$ cat src/hdl/svim_pkg.sv
`default_nettype none
package svim_pkg;
    localparam int SVIM_NUM_VEC = 4;
    localparam int SVIM_NUM_SRC = 8;
    localparam int SVIM_NUM_PER = 14;
    // Register byte addresses
    localparam logic [11:0] SVIM_ADDR_SEL0 = 12'h000;
    localparam logic [11:0] SVIM_ADDR_SEL1 = 12'h004;
    localparam logic [11:0] SVIM_ADDR_SEL2 = 12'h008;
    localparam logic [11:0] SVIM_ADDR_SEL3 = 12'h00c;
    localparam logic [11:0] SVIM_ADDR_TFR = 12'h010;
    localparam logic [11:0] SVIM_ADDR_EXC = 12'h014;
    localparam logic [11:0] SVIM_ADDR_IST = 12'h018;
    localparam logic [11:0] SVIM_ADDR_IMSK = 12'h01c;
    localparam logic [11:0] SVIM_ADDR_ID = 12'h020;
    // Select register fields
    localparam int SVIM_EN_LSB = 8;
    localparam int SVIM_FLAG_LSB = 0;
    localparam logic [15:0] SVIM_SEL_RESET = 16'h0000;
    // Trap flag register bit positions
    localparam int SVIM_TF_NMI = 15;
    localparam int SVIM_TF_STACK_OVERFLOW_FLAG = 14;
    localparam int SVIM_TF_STKUF = 13;
    localparam int SVIM_TF_UNDOP = 7;
    localparam int SVIM_TF_MACTR = 6;
    localparam int SVIM_TF_PRTFL = 3;
    localparam int SVIM_TF_ILLOP = 2;
    localparam int SVIM_TF_ILLIN = 1;
    localparam int SVIM_TF_ILLBS = 0;
    localparam logic [15:0] SVIM_TF_CLASS_B = 16'h00cf;
    // Vector locations and trap numbers
    localparam logic [8:0] SVIM_VLOC_RESET = 9'h000;
    localparam logic [8:0] SVIM_VLOC_NMI = 9'h008;
    localparam logic [8:0] SVIM_VLOC_STACK_OVERFLOW_FLAG = 9'h010;
    localparam logic [8:0] SVIM_VLOC_STKUF = 9'h018;
    localparam logic [8:0] SVIM_VLOC_CLASS_B = 9'h028;
    localparam logic [8:0] SVIM_VLOC_TOP = 9'h1fc;
    localparam logic [6:0] SVIM_TNUM_RESET = 7'h00;
    localparam logic [6:0] SVIM_TNUM_NMI = 7'h02;
    localparam logic [6:0] SVIM_TNUM_STACK_OVERFLOW_FLAG = 7'h04;
    localparam logic [6:0] SVIM_TNUM_STKUF = 7'h06;
    localparam logic [6:0] SVIM_TNUM_CLASS_B = 7'h0a;
    localparam logic [3:0] SVIM_ILVL_MAX = 4'hf;
    // Exception priority class
    typedef enum logic [2:0] {SVIM_EXC_NONE, SVIM_EXC_SOFT, SVIM_EXC_CLASS_B, SVIM_EXC_CLASS_A,
                              SVIM_EXC_RESET} svim_exc_e;
endpackage
`default_nettype wire

$ cat src/hdl/svim_top.sv
`default_nettype none
module svim_top
    import svim_pkg::*;
#(
    parameter logic [15:0] ID_VALUE = 16'h5a01 // Arbitrary identification value
)(
    input wire logic ref_clk,
    input wire logic reset,
    // APB slave
    input wire logic psel,
    input wire logic penable,
    input wire logic pwrite,
    input wire logic [11:0] paddr,
    input wire logic [31:0] pwdata,
    input wire logic [3:0] pstrb,
    output logic [31:0] prdata,
    output logic pready,
    output logic pslverr,
    // Peripheral event pulses
    input wire logic can1_evt,
    input wire logic can2_evt,
    input wire logic i2c_rx_evt,
    input wire logic i2c_tx_evt,
    input wire logic i2c_err_evt,
    input wire logic second_sync_serial_rx_evt,
    input wire logic second_sync_serial_tx_evt,
    input wire logic second_sync_serial_err_evt,
    input wire logic second_async_serial_rx_evt,
    input wire logic second_async_serial_tx_evt,
    input wire logic second_async_serial_tbuf_evt,
    input wire logic second_async_serial_err_evt,
    input wire logic pll_unlock_oscillator_watchdog_evt,
    input wire logic second_pwm_unit_evt,
    // Exception sources from the CPU
    input wire logic hw_reset_req,
    input wire logic sw_reset_req,
    input wire logic wdt_overflow_req,
    input wire logic nmi_req,
    input wire logic stack_overflow_flag,
    input wire logic stack_underflow_flag,
    input wire logic undefined_opcode_flag,
    input wire logic multiply_accum_trap_flag,
    input wire logic protected_instr_fault_flag,
    input wire logic illegal_operand_flag,
    input wire logic illegal_fetch_flag,
    input wire logic illegal_ext_bus_flag,
    input wire logic soft_trap_req,
    input wire logic [6:0] soft_trap_num,
    input wire logic [3:0] cpu_ilvl_in,
    input wire logic trap_return,
    // To the CPU sequencer
    output logic [SVIM_NUM_VEC-1:0] shared_vector_req,
    output logic trap_valid,
    output logic [8:0] trap_vector_loc,
    output logic [6:0] trap_number,
    output logic [3:0] cpu_priority_level,
    output logic std_irq_block,
    output logic irq
);
    initial begin
        if (SVIM_NUM_VEC != 4 || SVIM_NUM_SRC != 8) begin
            $error("svim_top supports four vectors of eight sources only");
        end
    end

    // Per-source event vector, one bit per peripheral event input
    logic [SVIM_NUM_PER-1:0] per_evt;
    assign per_evt = {second_pwm_unit_evt, pll_unlock_oscillator_watchdog_evt,
                      second_async_serial_err_evt, second_async_serial_tbuf_evt,
                      second_async_serial_tx_evt, second_async_serial_rx_evt,
                      second_sync_serial_err_evt, second_sync_serial_tx_evt,
                      second_sync_serial_rx_evt, i2c_err_evt, i2c_tx_evt, i2c_rx_evt,
                      can2_evt, can1_evt};

    // Routing: source bit positions within each flag byte
    logic [SVIM_NUM_SRC-1:0] vec_evt [SVIM_NUM_VEC];
    // Error sources stay off vectors 0 to 2, so each of those bytes holds exactly eight sources
    assign vec_evt[0] = {per_evt[10], per_evt[9], per_evt[8], per_evt[6], per_evt[5], per_evt[3],
                         per_evt[2], per_evt[0]};
    assign vec_evt[1] = {per_evt[10], per_evt[9], per_evt[8], per_evt[6], per_evt[5], per_evt[3],
                         per_evt[2], per_evt[1]};
    assign vec_evt[2] = {per_evt[13], per_evt[10], per_evt[9], per_evt[8], per_evt[6], per_evt[5],
                         per_evt[3], per_evt[2]};
    assign vec_evt[3] = {per_evt[13], per_evt[12], per_evt[11], per_evt[7], per_evt[4],
                         per_evt[1], per_evt[0], 1'b0};

    // APB decode
    logic apb_wr;
    logic apb_rd;
    assign apb_wr = psel && penable && pwrite;
    assign apb_rd = psel && penable && !pwrite;
    assign pready = 1'b1;

    logic known_addr;
    always_comb begin
        if (paddr == SVIM_ADDR_SEL0 || paddr == SVIM_ADDR_SEL1 || paddr == SVIM_ADDR_SEL2) begin
            known_addr = 1'b1;
        end else if (paddr == SVIM_ADDR_SEL3 || paddr == SVIM_ADDR_TFR || paddr == SVIM_ADDR_EXC) begin
            known_addr = 1'b1;
        end else if (paddr == SVIM_ADDR_IST || paddr == SVIM_ADDR_IMSK || paddr == SVIM_ADDR_ID) begin
            known_addr = 1'b1;
        end else begin
            known_addr = 1'b0;
        end
    end
    assign pslverr = psel && penable && !known_addr;

    logic [15:0] sel_value [SVIM_NUM_VEC];
    genvar gv;
    generate
        for (gv = 0; gv < SVIM_NUM_VEC; gv++) begin : g_vec
            svim_vector_slice u_slice (
                .ref_clk(ref_clk),
                .reset(reset),
                .event_in(vec_evt[gv]),
                .wr_en(apb_wr && paddr == SVIM_ADDR_SEL0 + 12'(4 * gv)),
                .wr_data(pwdata[15:0]),
                .wr_strb(pstrb[1:0]),
                .sel_value(sel_value[gv]),
                .vec_req(shared_vector_req[gv])
            );
        end
    endgenerate

    // Trap flag register: hardware sets win over software clear-by-write-zero
    logic [15:0] trap_flag_register;
    logic [15:0] tf_set;
    always_comb begin
        tf_set = 16'h0000;
        tf_set[SVIM_TF_NMI] = nmi_req;
        tf_set[SVIM_TF_STACK_OVERFLOW_FLAG] = stack_overflow_flag;
        tf_set[SVIM_TF_STKUF] = stack_underflow_flag;
        tf_set[SVIM_TF_UNDOP] = undefined_opcode_flag;
        tf_set[SVIM_TF_MACTR] = multiply_accum_trap_flag;
        tf_set[SVIM_TF_PRTFL] = protected_instr_fault_flag;
        tf_set[SVIM_TF_ILLOP] = illegal_operand_flag;
        tf_set[SVIM_TF_ILLIN] = illegal_fetch_flag;
        tf_set[SVIM_TF_ILLBS] = illegal_ext_bus_flag;
    end
    always_ff @(posedge ref_clk) begin
        if (reset) begin
            trap_flag_register <= 16'h0000;
        end else if (apb_wr && paddr == SVIM_ADDR_TFR) begin
            trap_flag_register <= (pwdata[15:0] & trap_flag_register) | tf_set;
        end else begin
            trap_flag_register <= trap_flag_register | tf_set;
        end
    end

    // Exception arbitration
    logic any_reset;
    logic class_a;
    logic class_b;
    assign any_reset = hw_reset_req | sw_reset_req | wdt_overflow_req;
    assign class_a = nmi_req | stack_overflow_flag | stack_underflow_flag;
    assign class_b = |(tf_set & SVIM_TF_CLASS_B);

    svim_exc_e active_class;
    svim_exc_e req_class;
    logic [8:0] next_loc;
    logic [6:0] next_num;
    always_comb begin
        req_class = SVIM_EXC_NONE;
        next_loc = SVIM_VLOC_RESET;
        next_num = SVIM_TNUM_RESET;
        if (any_reset) begin
            req_class = SVIM_EXC_RESET;
        end else if (class_a) begin
            req_class = SVIM_EXC_CLASS_A;
            if (nmi_req) begin
                next_loc = SVIM_VLOC_NMI;
                next_num = SVIM_TNUM_NMI;
            end else if (stack_overflow_flag) begin
                next_loc = SVIM_VLOC_STACK_OVERFLOW_FLAG;
                next_num = SVIM_TNUM_STACK_OVERFLOW_FLAG;
            end else begin
                next_loc = SVIM_VLOC_STKUF;
                next_num = SVIM_TNUM_STKUF;
            end
        end else if (class_b) begin
            req_class = SVIM_EXC_CLASS_B;
            next_loc = SVIM_VLOC_CLASS_B;
            next_num = SVIM_TNUM_CLASS_B;
        end else if (soft_trap_req) begin
            req_class = SVIM_EXC_SOFT;
            next_loc = {soft_trap_num, 2'b00};
            next_num = soft_trap_num;
        end
    end

    // Only a strictly higher class, or any reset request, preempts a running hardware trap
    logic take;
    assign take = (req_class != SVIM_EXC_NONE) && (req_class > active_class || any_reset ||
                  (active_class == SVIM_EXC_SOFT || active_class == SVIM_EXC_NONE));

    always_ff @(posedge ref_clk) begin
        if (reset) begin
            active_class <= SVIM_EXC_NONE;
        end else if (take) begin
            active_class <= req_class;
        end else if (trap_return) begin
            active_class <= SVIM_EXC_NONE;
        end
    end

    always_ff @(posedge ref_clk) begin
        if (reset) begin
            trap_valid <= 1'b0;
            trap_vector_loc <= SVIM_VLOC_RESET;
            trap_number <= SVIM_TNUM_RESET;
        end else begin
            trap_valid <= take;
            if (take) begin
                trap_vector_loc <= next_loc;
                trap_number <= next_num;
            end
        end
    end

    always_comb begin
        case (active_class)
            SVIM_EXC_RESET, SVIM_EXC_CLASS_A, SVIM_EXC_CLASS_B: cpu_priority_level = SVIM_ILVL_MAX;
            default: cpu_priority_level = cpu_ilvl_in;
        endcase
    end
    assign std_irq_block = active_class >= SVIM_EXC_CLASS_B;

    // Interrupt status: shared vector requests and hardware traps
    logic [7:0] irq_status;
    logic [7:0] irq_mask;
    logic [7:0] irq_evt;
    assign irq_evt = {2'b00, class_b, class_a, shared_vector_req};
    always_ff @(posedge ref_clk) begin
        if (reset) begin
            irq_status <= 8'h00;
        end else if (apb_rd && paddr == SVIM_ADDR_IST) begin
            irq_status <= irq_evt;
        end else begin
            irq_status <= irq_status | irq_evt;
        end
    end
    always_ff @(posedge ref_clk) begin
        if (reset) begin
            irq_mask <= 8'h00;
        end else if (apb_wr && paddr == SVIM_ADDR_IMSK) begin
            irq_mask <= pwdata[7:0];
        end
    end
    assign irq = |(irq_status & irq_mask);

    // Read data decoded combinationally from the address during a read access
    logic [31:0] next_rdata;
    always_comb begin
        if (paddr == SVIM_ADDR_SEL0) begin
            next_rdata = {16'h0000, sel_value[0]};
        end else if (paddr == SVIM_ADDR_SEL1) begin
            next_rdata = {16'h0000, sel_value[1]};
        end else if (paddr == SVIM_ADDR_SEL2) begin
            next_rdata = {16'h0000, sel_value[2]};
        end else if (paddr == SVIM_ADDR_SEL3) begin
            next_rdata = {16'h0000, sel_value[3]};
        end else if (paddr == SVIM_ADDR_TFR) begin
            next_rdata = {16'h0000, trap_flag_register};
        end else if (paddr == SVIM_ADDR_EXC) begin
            next_rdata = {13'h0000, 3'(active_class), 4'h0, cpu_priority_level, trap_vector_loc[8:1]};
        end else if (paddr == SVIM_ADDR_IST) begin
            next_rdata = {24'h00_0000, irq_status};
        end else if (paddr == SVIM_ADDR_IMSK) begin
            next_rdata = {24'h00_0000, irq_mask};
        end else if (paddr == SVIM_ADDR_ID) begin
            next_rdata = {16'h0000, ID_VALUE};
        end else begin
            next_rdata = 32'h0000_0000;
        end
    end
    // Combinational read keeps pready tied high with zero wait states
    assign prdata = apb_rd ? next_rdata : 32'h0000_0000;
endmodule
`default_nettype wire

$ cat src/hdl/svim_vector_slice.sv
`default_nettype none
// One shared vector: enable byte masks the flag byte
module svim_vector_slice
    import svim_pkg::*;
(
    input wire logic ref_clk,
    input wire logic reset,
    input wire logic [SVIM_NUM_SRC-1:0] event_in,
    input wire logic wr_en,
    input wire logic [15:0] wr_data,
    input wire logic [1:0] wr_strb,
    output logic [15:0] sel_value,
    output logic vec_req
);
    logic [SVIM_NUM_SRC-1:0] enable;
    logic [SVIM_NUM_SRC-1:0] flags;

    always_ff @(posedge ref_clk) begin
        if (reset) begin
            enable <= SVIM_SEL_RESET[SVIM_EN_LSB +: SVIM_NUM_SRC];
        end else if (wr_en && wr_strb[1]) begin
            enable <= wr_data[SVIM_EN_LSB +: SVIM_NUM_SRC];
        end
    end

    // Flags are set regardless of mask; a new event beats a same-cycle clear
    always_ff @(posedge ref_clk) begin
        if (reset) begin
            flags <= SVIM_SEL_RESET[SVIM_FLAG_LSB +: SVIM_NUM_SRC];
        end else if (wr_en && wr_strb[0]) begin
            flags <= wr_data[SVIM_FLAG_LSB +: SVIM_NUM_SRC] | event_in;
        end else begin
            flags <= flags | event_in;
        end
    end

    assign sel_value = {enable, flags};
    assign vec_req = |(enable & flags);
endmodule
`default_nettype wire

$ cat config.mk
export PLATFORM = sky130hd
export DESIGN_NAME = svim_top
export DESIGN_NICKNAME = d
export VERILOG_FILES = /design/src/hdl/svim_pkg.sv /design/src/hdl/svim_top.sv /design/src/hdl/svim_vector_slice.sv
export SDC_FILE = /design/constraint.sdc
export NUM_CORES = 1
export LEC_CHECK = 0
export ABC_AREA = 1
export BUFFER_PORTS_ARGS = -buffer_cell sky130_fd_sc_hd__buf_2
export CORE_MARGIN = 5
export CORE_UTILIZATION = 40
export DETAILED_ROUTE_END_ITERATION = 7
export HOLD_SLACK_MARGIN = 0.1
export PLACE_DENSITY = 0.6
export SLEW_MARGIN = 20
export SYNTH_ARGS = -nofsm -noshare
export SYNTH_HDL_FRONTEND = slang
export SYNTH_SLANG_ARGS = --single-unit
$ cat constraint.sdc
create_clock -name ref_clk -period 2.9 [get_ports ref_clk]
set_input_delay 0.29 -clock ref_clk [delete_from_list [all_inputs] [get_ports ref_clk]]
set_output_delay 0.29 -clock ref_clk [all_outputs]
set_load 0.02 [all_outputs]
Word-level counts from Yosys, hierarchy flattened

Cells that the tools add are included.

Register bits: 116
Output and inout bits: 61
Input bits: 92
Word-level logic and storage cells: 132

Eq/ne operators: 12
Muxes and demuxes: 38
Bitwise gates (word level): 21
Reduce and logical (&&, ||, !) cells: 43
Order comparisons: 2

Operators with widths:

| kind                | number |
|---|---|
| $mux 19             | 6 |
| $or 8x8->8          | 8 |
| $eq 12x5->1 const B | 4 |
| $mux 15             | 3 |
| $and 8x8->8         | 5 |
| $reduce_or 8->1     | 5 |
| $mux 9              | 4 |
| $mux 32             | 1 |
| $mux 8              | 4 |
| $or 16x16->16       | 2 |
| $mux 7              | 4 |
| $eq 12x4->1 const B | 2 |
| $logic_and 1x1->1   | 20 |
| $and 16x16->16      | 1 |
| $mux 16             | 1 |
| $eq 12x3->1 const B | 1 |
| $eq 12x6->1 const B | 1 |
| $logic_not 12->1    | 1 |
| $mux 3              | 4 |
| $logic_or 1x1->1    | 9 |
| $mux 4              | 2 |
| $or 8x6->8          | 1 |
| $eq 3x2->1 const B  | 2 |
| $mux 2              | 3 |
| 15 further kinds    | 22 |

Depth between registers and ports, before layout

Word-level depth: 11
Depth in mapped cells: 14
Depth with buffers taken out: 14

By module

Synthesis repeated with hierarchy kept, for this count alone.

Cells, all modules: 977
Area, all modules: 6266.0 um^2

By module, submodules not included:

| module            | sequential area each (um^2) | area an instance (um^2) | cells an instance | instances |
|---|---|---|---|---|
| svim_top          | 820.8                       | 3273.1                  | 545               | 1 |
| svim_vector_slice | 320.3                       | 748.2                   | 108               | 4 |

Worst setup path after synthesis

OpenSTA, ideal clock, no wires.

Path type: in2reg
From: input stack_overflow_flag
To: register active_class[0]
Arrival time: 1.847 ns
Setup slack: 0.921 ns
Required time: 2.768 ns
Library setup time: 0.132 ns
Path buffers: 1
Stages on the path: 13
Path through: nor3_1 -> inv_1 -> nor2_1 -> nor2_1 -> inv_1 -> ha_1 -> nand3_1 -> nand2_1 -> nand3_1 -> nand2_1 -> buf_2 -> nand3_1 -> a21oi_1

Cells in the longest elaborated chain, start to end: 9
Elaborated cells between the ends (all ways): 11
Those cells by class: 1 x order compare; 3 x mux; 2 x bitwise; 5 x reduce/logical

Ends and longest elaborated chain:

| what                                        | line            | RTL |
|---|---|---|
| from (decl)                                 | svim_top.sv:39  | `input wire logic stack_overflow_flag,` |
| $or 1x1->1 (*) (2 in a row)                 | svim_top.sv:155 | `assign class_a = nmi_req \| stack_overflow_flag \| stack_underflow_flag;` |
| $mux 2 (*)                                  | svim_top.sv:168 | `end else if (class_a) begin` |
| $mux 3 (*)                                  | svim_top.sv:166 | `if (any_reset) begin` |
| $gt 3x3->1                                  | svim_top.sv:193 | `assign take = (req_class != SVIM_EXC_NONE) && (req_class > active_class \|\| any_reset \|\|` |
| $logic_or 1x1->1 (2 in a row)               | svim_top.sv:193 |  |
| $logic_and 1x1->1                           | svim_top.sv:193 |  |
| $mux 3 or $reduce_bool 2->1 (tied branches) | -               |  |
| to (signal assigned)                        | svim_top.sv:200 | `active_class <= req_class;` |
| to (decl)                                   | svim_top.sv:158 | `svim_exc_e active_class;` |

Every way passes the cells marked *; elsewhere a longest branch is shown, timed or not.
A chain may end at the register's enable or synchronous reset.

Worst setup path in the final report

From: input paddr[5]
To: output prdata[11]

Cells in the longest elaborated chain, start to end: 11
Elaborated cells between the ends (all ways): 19
Those cells by class: 8 x eq/ne; 10 x mux; 1 x reduce/logical

Ends and longest elaborated chain:

| what        | line            | RTL |
|---|---|---|
| from (decl) | svim_top.sv:13  | `input wire logic [11:0] paddr,` |
| $eq 12x6->1 | svim_top.sv:270 | `end else if (paddr == SVIM_ADDR_ID) begin` |
| $mux 15     | svim_top.sv:270 |  |
| $mux 15     | svim_top.sv:268 | `end else if (paddr == SVIM_ADDR_IMSK) begin` |
| $mux 15     | svim_top.sv:266 | `end else if (paddr == SVIM_ADDR_IST) begin` |
| $mux 19     | svim_top.sv:264 | `end else if (paddr == SVIM_ADDR_EXC) begin` |
| $mux 19     | svim_top.sv:262 | `end else if (paddr == SVIM_ADDR_TFR) begin` |
| $mux 19     | svim_top.sv:260 | `end else if (paddr == SVIM_ADDR_SEL3) begin` |
| $mux 19     | svim_top.sv:258 | `end else if (paddr == SVIM_ADDR_SEL2) begin` |
| $mux 19     | svim_top.sv:256 | `end else if (paddr == SVIM_ADDR_SEL1) begin` |
| $mux 19 (*) | svim_top.sv:254 | `if (paddr == SVIM_ADDR_SEL0) begin` |
| $mux 32 (*) | svim_top.sv:277 | `assign prdata = apb_rd ? next_rdata : 32'h0000_0000;` |
| to (decl)   | svim_top.sv:16  | `output logic [31:0] prdata,` |

Marks and branches as above.

==> summary.txt <==
Status
  • Status: completed

CTS
  • Num Clock Sinks: 105
  • Post-CTS sizing: 0
  • CTS tree: yes
  • Hold Buf Count CTS: 0
  • CTS clk-pin slew, worst paths: 0.07 ns
  • CTS buffer count: 9
  • Maximum clock insertion buffer count: 2
  • Clk_lat worst skew: 0.36 ns
  • Postcts setup bufs: 0
  • Clock root cell: clkbuf_16
  • H-tree depth: 3

Power and ir drop
  • Switching Share: 0.2517
  • PD cells: ~460 nW/um2
  • Int Pwr: 0.002385 W
  • Peak VDD IR: 0.2710 mV
  • Combinational Power Share: 0.095
  • Leakage: 3.294 nW
  • Clock share of power: 0.428
  • Net Sw Power: about 0.0008 W
  • Sequential share of power: 0.477

Routing
  • Via count: 5,962
  • Via-per-instance ratio: just over 5
  • Routed len/inst: 16.26 um
  • Total Wirelength: 19,210 um
  • DRC: 0
  • Drt first pass iters: 5
  • Initial drt markers: 445
  • Post-DRT Antenna Nets: 0

Timing
  • Slew @ Worst Pin: 0.8848 ns
  • Max Clock Skew: 0.003822 ns
  • Tmin final: 2.332 ns
  • Hold Vio Cnt, Final: 0
  • Slew HR: 0.4047
  • Final setup viols: 0
  • Fin. max-slew vios: 0
  • Setup TNS: 0 ns
  • RSZ-0062 raised after global routing: false
  • Fin worst setup slack: 0.5676 ns
  • Crit share post-route: 0.8043
  • Highest clock rate: 0.4287 GHz
  • Worst hold slack: ~0.18 ns

Min path
  • Worst Min Path Start: pll_unlock_oscillator_watchdog_evt
  • HP Class: in2reg

Floorplanning
  • Die Ht: around 130 um
  • CORE AREA: 14,530 um2
  • Rows: 44
  • Die area: 17,370 um2
  • I/O pin count: 153
  • Initial core utilization: 0.4083
  • Die Wd: between 100 and 150 um

Synthesis
  • Post-synth EDFFs: 0
  • Yosys top cell by area: dfxtp_1
  • Cell Area, Synth: 5934 um2
  • Ranking of synthesized cells by area: dfxtp_1 35%, nand2_1 11%, inv_1 10%, a21oi_1 9.9%, o21ai_0 6.7%
  • #FFs+latches synth: 105
  • Area share of the largest cell type after synthesis: 0.3542
  • Mapped Cells: about 900
  • Sequential share of the synthesized area: 0.3542
  • Ys async rst share: 0
  • Syn Area/Cell: 6.631 um2
  • Netlist cell types: 35
  • Ys Warns: 0
  • Dominant synthesized flop cell: dfxtp_1

Setup path
  • Setup crit start kind: input port
  • Critical path endpoint category: primary output
  • Worst EP arrival: 2.04 ns
  • Crit path from: paddr[5]
  • CP Max Fanout: 7
  • Required time worst endpoint: approximately 2.6 ns
  • FF-to-FF Start: active_class[2]$_SDFFE_PP0P_
  • Setup CP Type: in2out
  • Worst reg-to-reg setup slack: approximately 1.2 ns

Placed design
  • Place WS: 0.5226 ns
  • Gpl congestion: 0.8832
  • IO buf count: approximately 120
  • DP HPWL: 14,570 um

Global route
  • Vias in the first global route: 5,581
  • Gr ovfl total: 0
  • Global-route wire length before repair: 30,460 um
  • Largest net degree at the start of global routing: 54
  • Initial antenna violation count: 0
  • GRT Util Overall: 0.2164

Finish
  • Share of post-route cells with drive strength above 1: 0.1765
  • Fillers: between 1,500 and 2,000
  • Synth-to-layout area growth: 15.71%
  • Nets@finish: 1,088
  • Diode count: 0

Job
  • MaxCap Viol Count: 0
## worst max-delay path, stage by stage
cell and delay [ns]:
buf_2 0.10, inv_1 0.11, nand2_1 0.06, nor2_1 0.16, nand2_1 0.13, nor2_1 0.44, nand2_1 0.11, nand2_1 0.09
nand2_1 0.05, nand2_1 0.07, nand2_1 0.07, a21oi_1 0.16, buf_2 0.19
## path summary, 6_finish.rpt
check,endpoint,depth (start not counted)
worst max-delay path,prdata[11],13
worst min-delay path,g_vec[3].u_slice.flags[6]$_SDFF_PP0_,3
worst max register to register,active_class[2]$_SDFFE_PP0P_,10
worst min register to register,irq_mask[6]$_SDFFE_PP0P_,2
## layout by cell type (no fill, tap or decap)
cell type / netlist / final
nor3_2: 2 / 2
nor2_1: 47 / 47
nand2_1: 177 / 177
ha_1: 3 / 3
nand3b_1: 2 / 2
nor3_1: 7 / 7
dfxtp_1: 105 / 105
inv_2: 4 / 4
o211ai_1: 16 / 16
a22o_1: 9 / 9
nand3_2: 4 / 4
buf_2: 12 / 118
nand3_1: 57 / 57
conb_1: 2 / 16
clkinv_2: 1 / 1
clkinv_4: 1 / 2
nor4_1: 4 / 4
a221oi_1: 1 / 1
buf_4: 28 / 15
a21oi_1: 117 / 117
nand2_2: 2 / 2
clkbuf_8: 0 / 2
o22ai_1: 11 / 11
nand3_4: 3 / 3
clkbuf_16: 0 / 9
o2111ai_1: 5 / 5
nor2_4: 3 / 3
o21ai_0: 80 / 80
inv_1: 158 / 158
nor2_2: 3 / 3
o21ai_1: 1 / 1
a22oi_1: 1 / 1
nand4_1: 4 / 4
clkinvlp_4: 0 / 1
nand2_4: 2 / 2
bufinv_16: 0 / 2
o211ai_2: 3 / 3
## power groups by stage
stage	Combinational (W)	Clock [W]	Sequential [W]
after floorplan	0.000186	0	0.00154
after global placement	0.000299	0	0.00155
after detailed placement	0.000300	0	0.00155
after CTS	0.000301	0.00138	0.00152
after global routing	0.000337	0.00145	0.00152
final	0.000303	0.00136	0.00152
## synth_stat cells, drive strengths merged, types with 11 or more instances
master  number
nand2      181
inv        162
a21oi      117
dfxtp      105
o21ai       81
nand3       64
nor2        53
buf         45
o211ai      19
clkbuf      15
o22ai       11
## sequential cells by signal (all words and copies together), names as in the netlist
register              flops
trap_number               7
active_class              3
g_vec.u_slice.enable     32
irq_mask                  8
trap_valid                1
g_vec.u_slice.flags      32
irq_status                6
trap_flag_register       16
## metal layers
layer | up-vias | global-route usage | part of all wire
met5 | - | 0 | 0
met4 | 0 | 0.04743 | 0.015
met3 | 24 | 0.04962 | 0.085
met2 | 265 | 0.3454 | 0.44
met1 | 2620 | 0.2998 | 0.46
li1 | 3053 | - | -
## kinds of logic (layout without fill, tap and decap cells)
logic type,Yosys count,count (layout),share of synthesized area
AO/OA/AOI/OAI,244,244,0.2285
adder cells (fa/ha/maj),3,3,0.006326
flip-flops,105,105,0.3542
other,2,16,0.001265
AND/OR/NAND/NOR,317,317,0.2404
buffers and inverters,224,312,0.1693
## per-stage QoR
| stage | instances | util | total power, W | cell area [um2] |
|---|---|---|---|---|
| global placement | 1166 | 0.4498 | 0.001852 | 6538 |
| floorplan | 909 | - | 0.001728 | 5987 |
| CTS | 1181 | 0.4725 | 0.003204 | 6867 |
| detailed placement | 1166 | 0.4498 | 0.001853 | 6538 |
| global route | 1181 | 0.4725 | 0.003306 | 6867 |
| finish | 1181 | 0.4725 | 0.003188 | 6867 |
## layout make-up
cell class,count,area [um2],share of cell area
sequential,105,2102,0.3061
tap,184,230.2,0.03353
multi-input combinational,580,2880,0.4195
clock inverter,4,76.32,0.01112
clock buffer,11,252.7,0.03681
timing repair buffer,133,703.2,0.1024
inverter,164,621.8,0.09056
No activity file was read; power rests on OpenSTA's default activity.
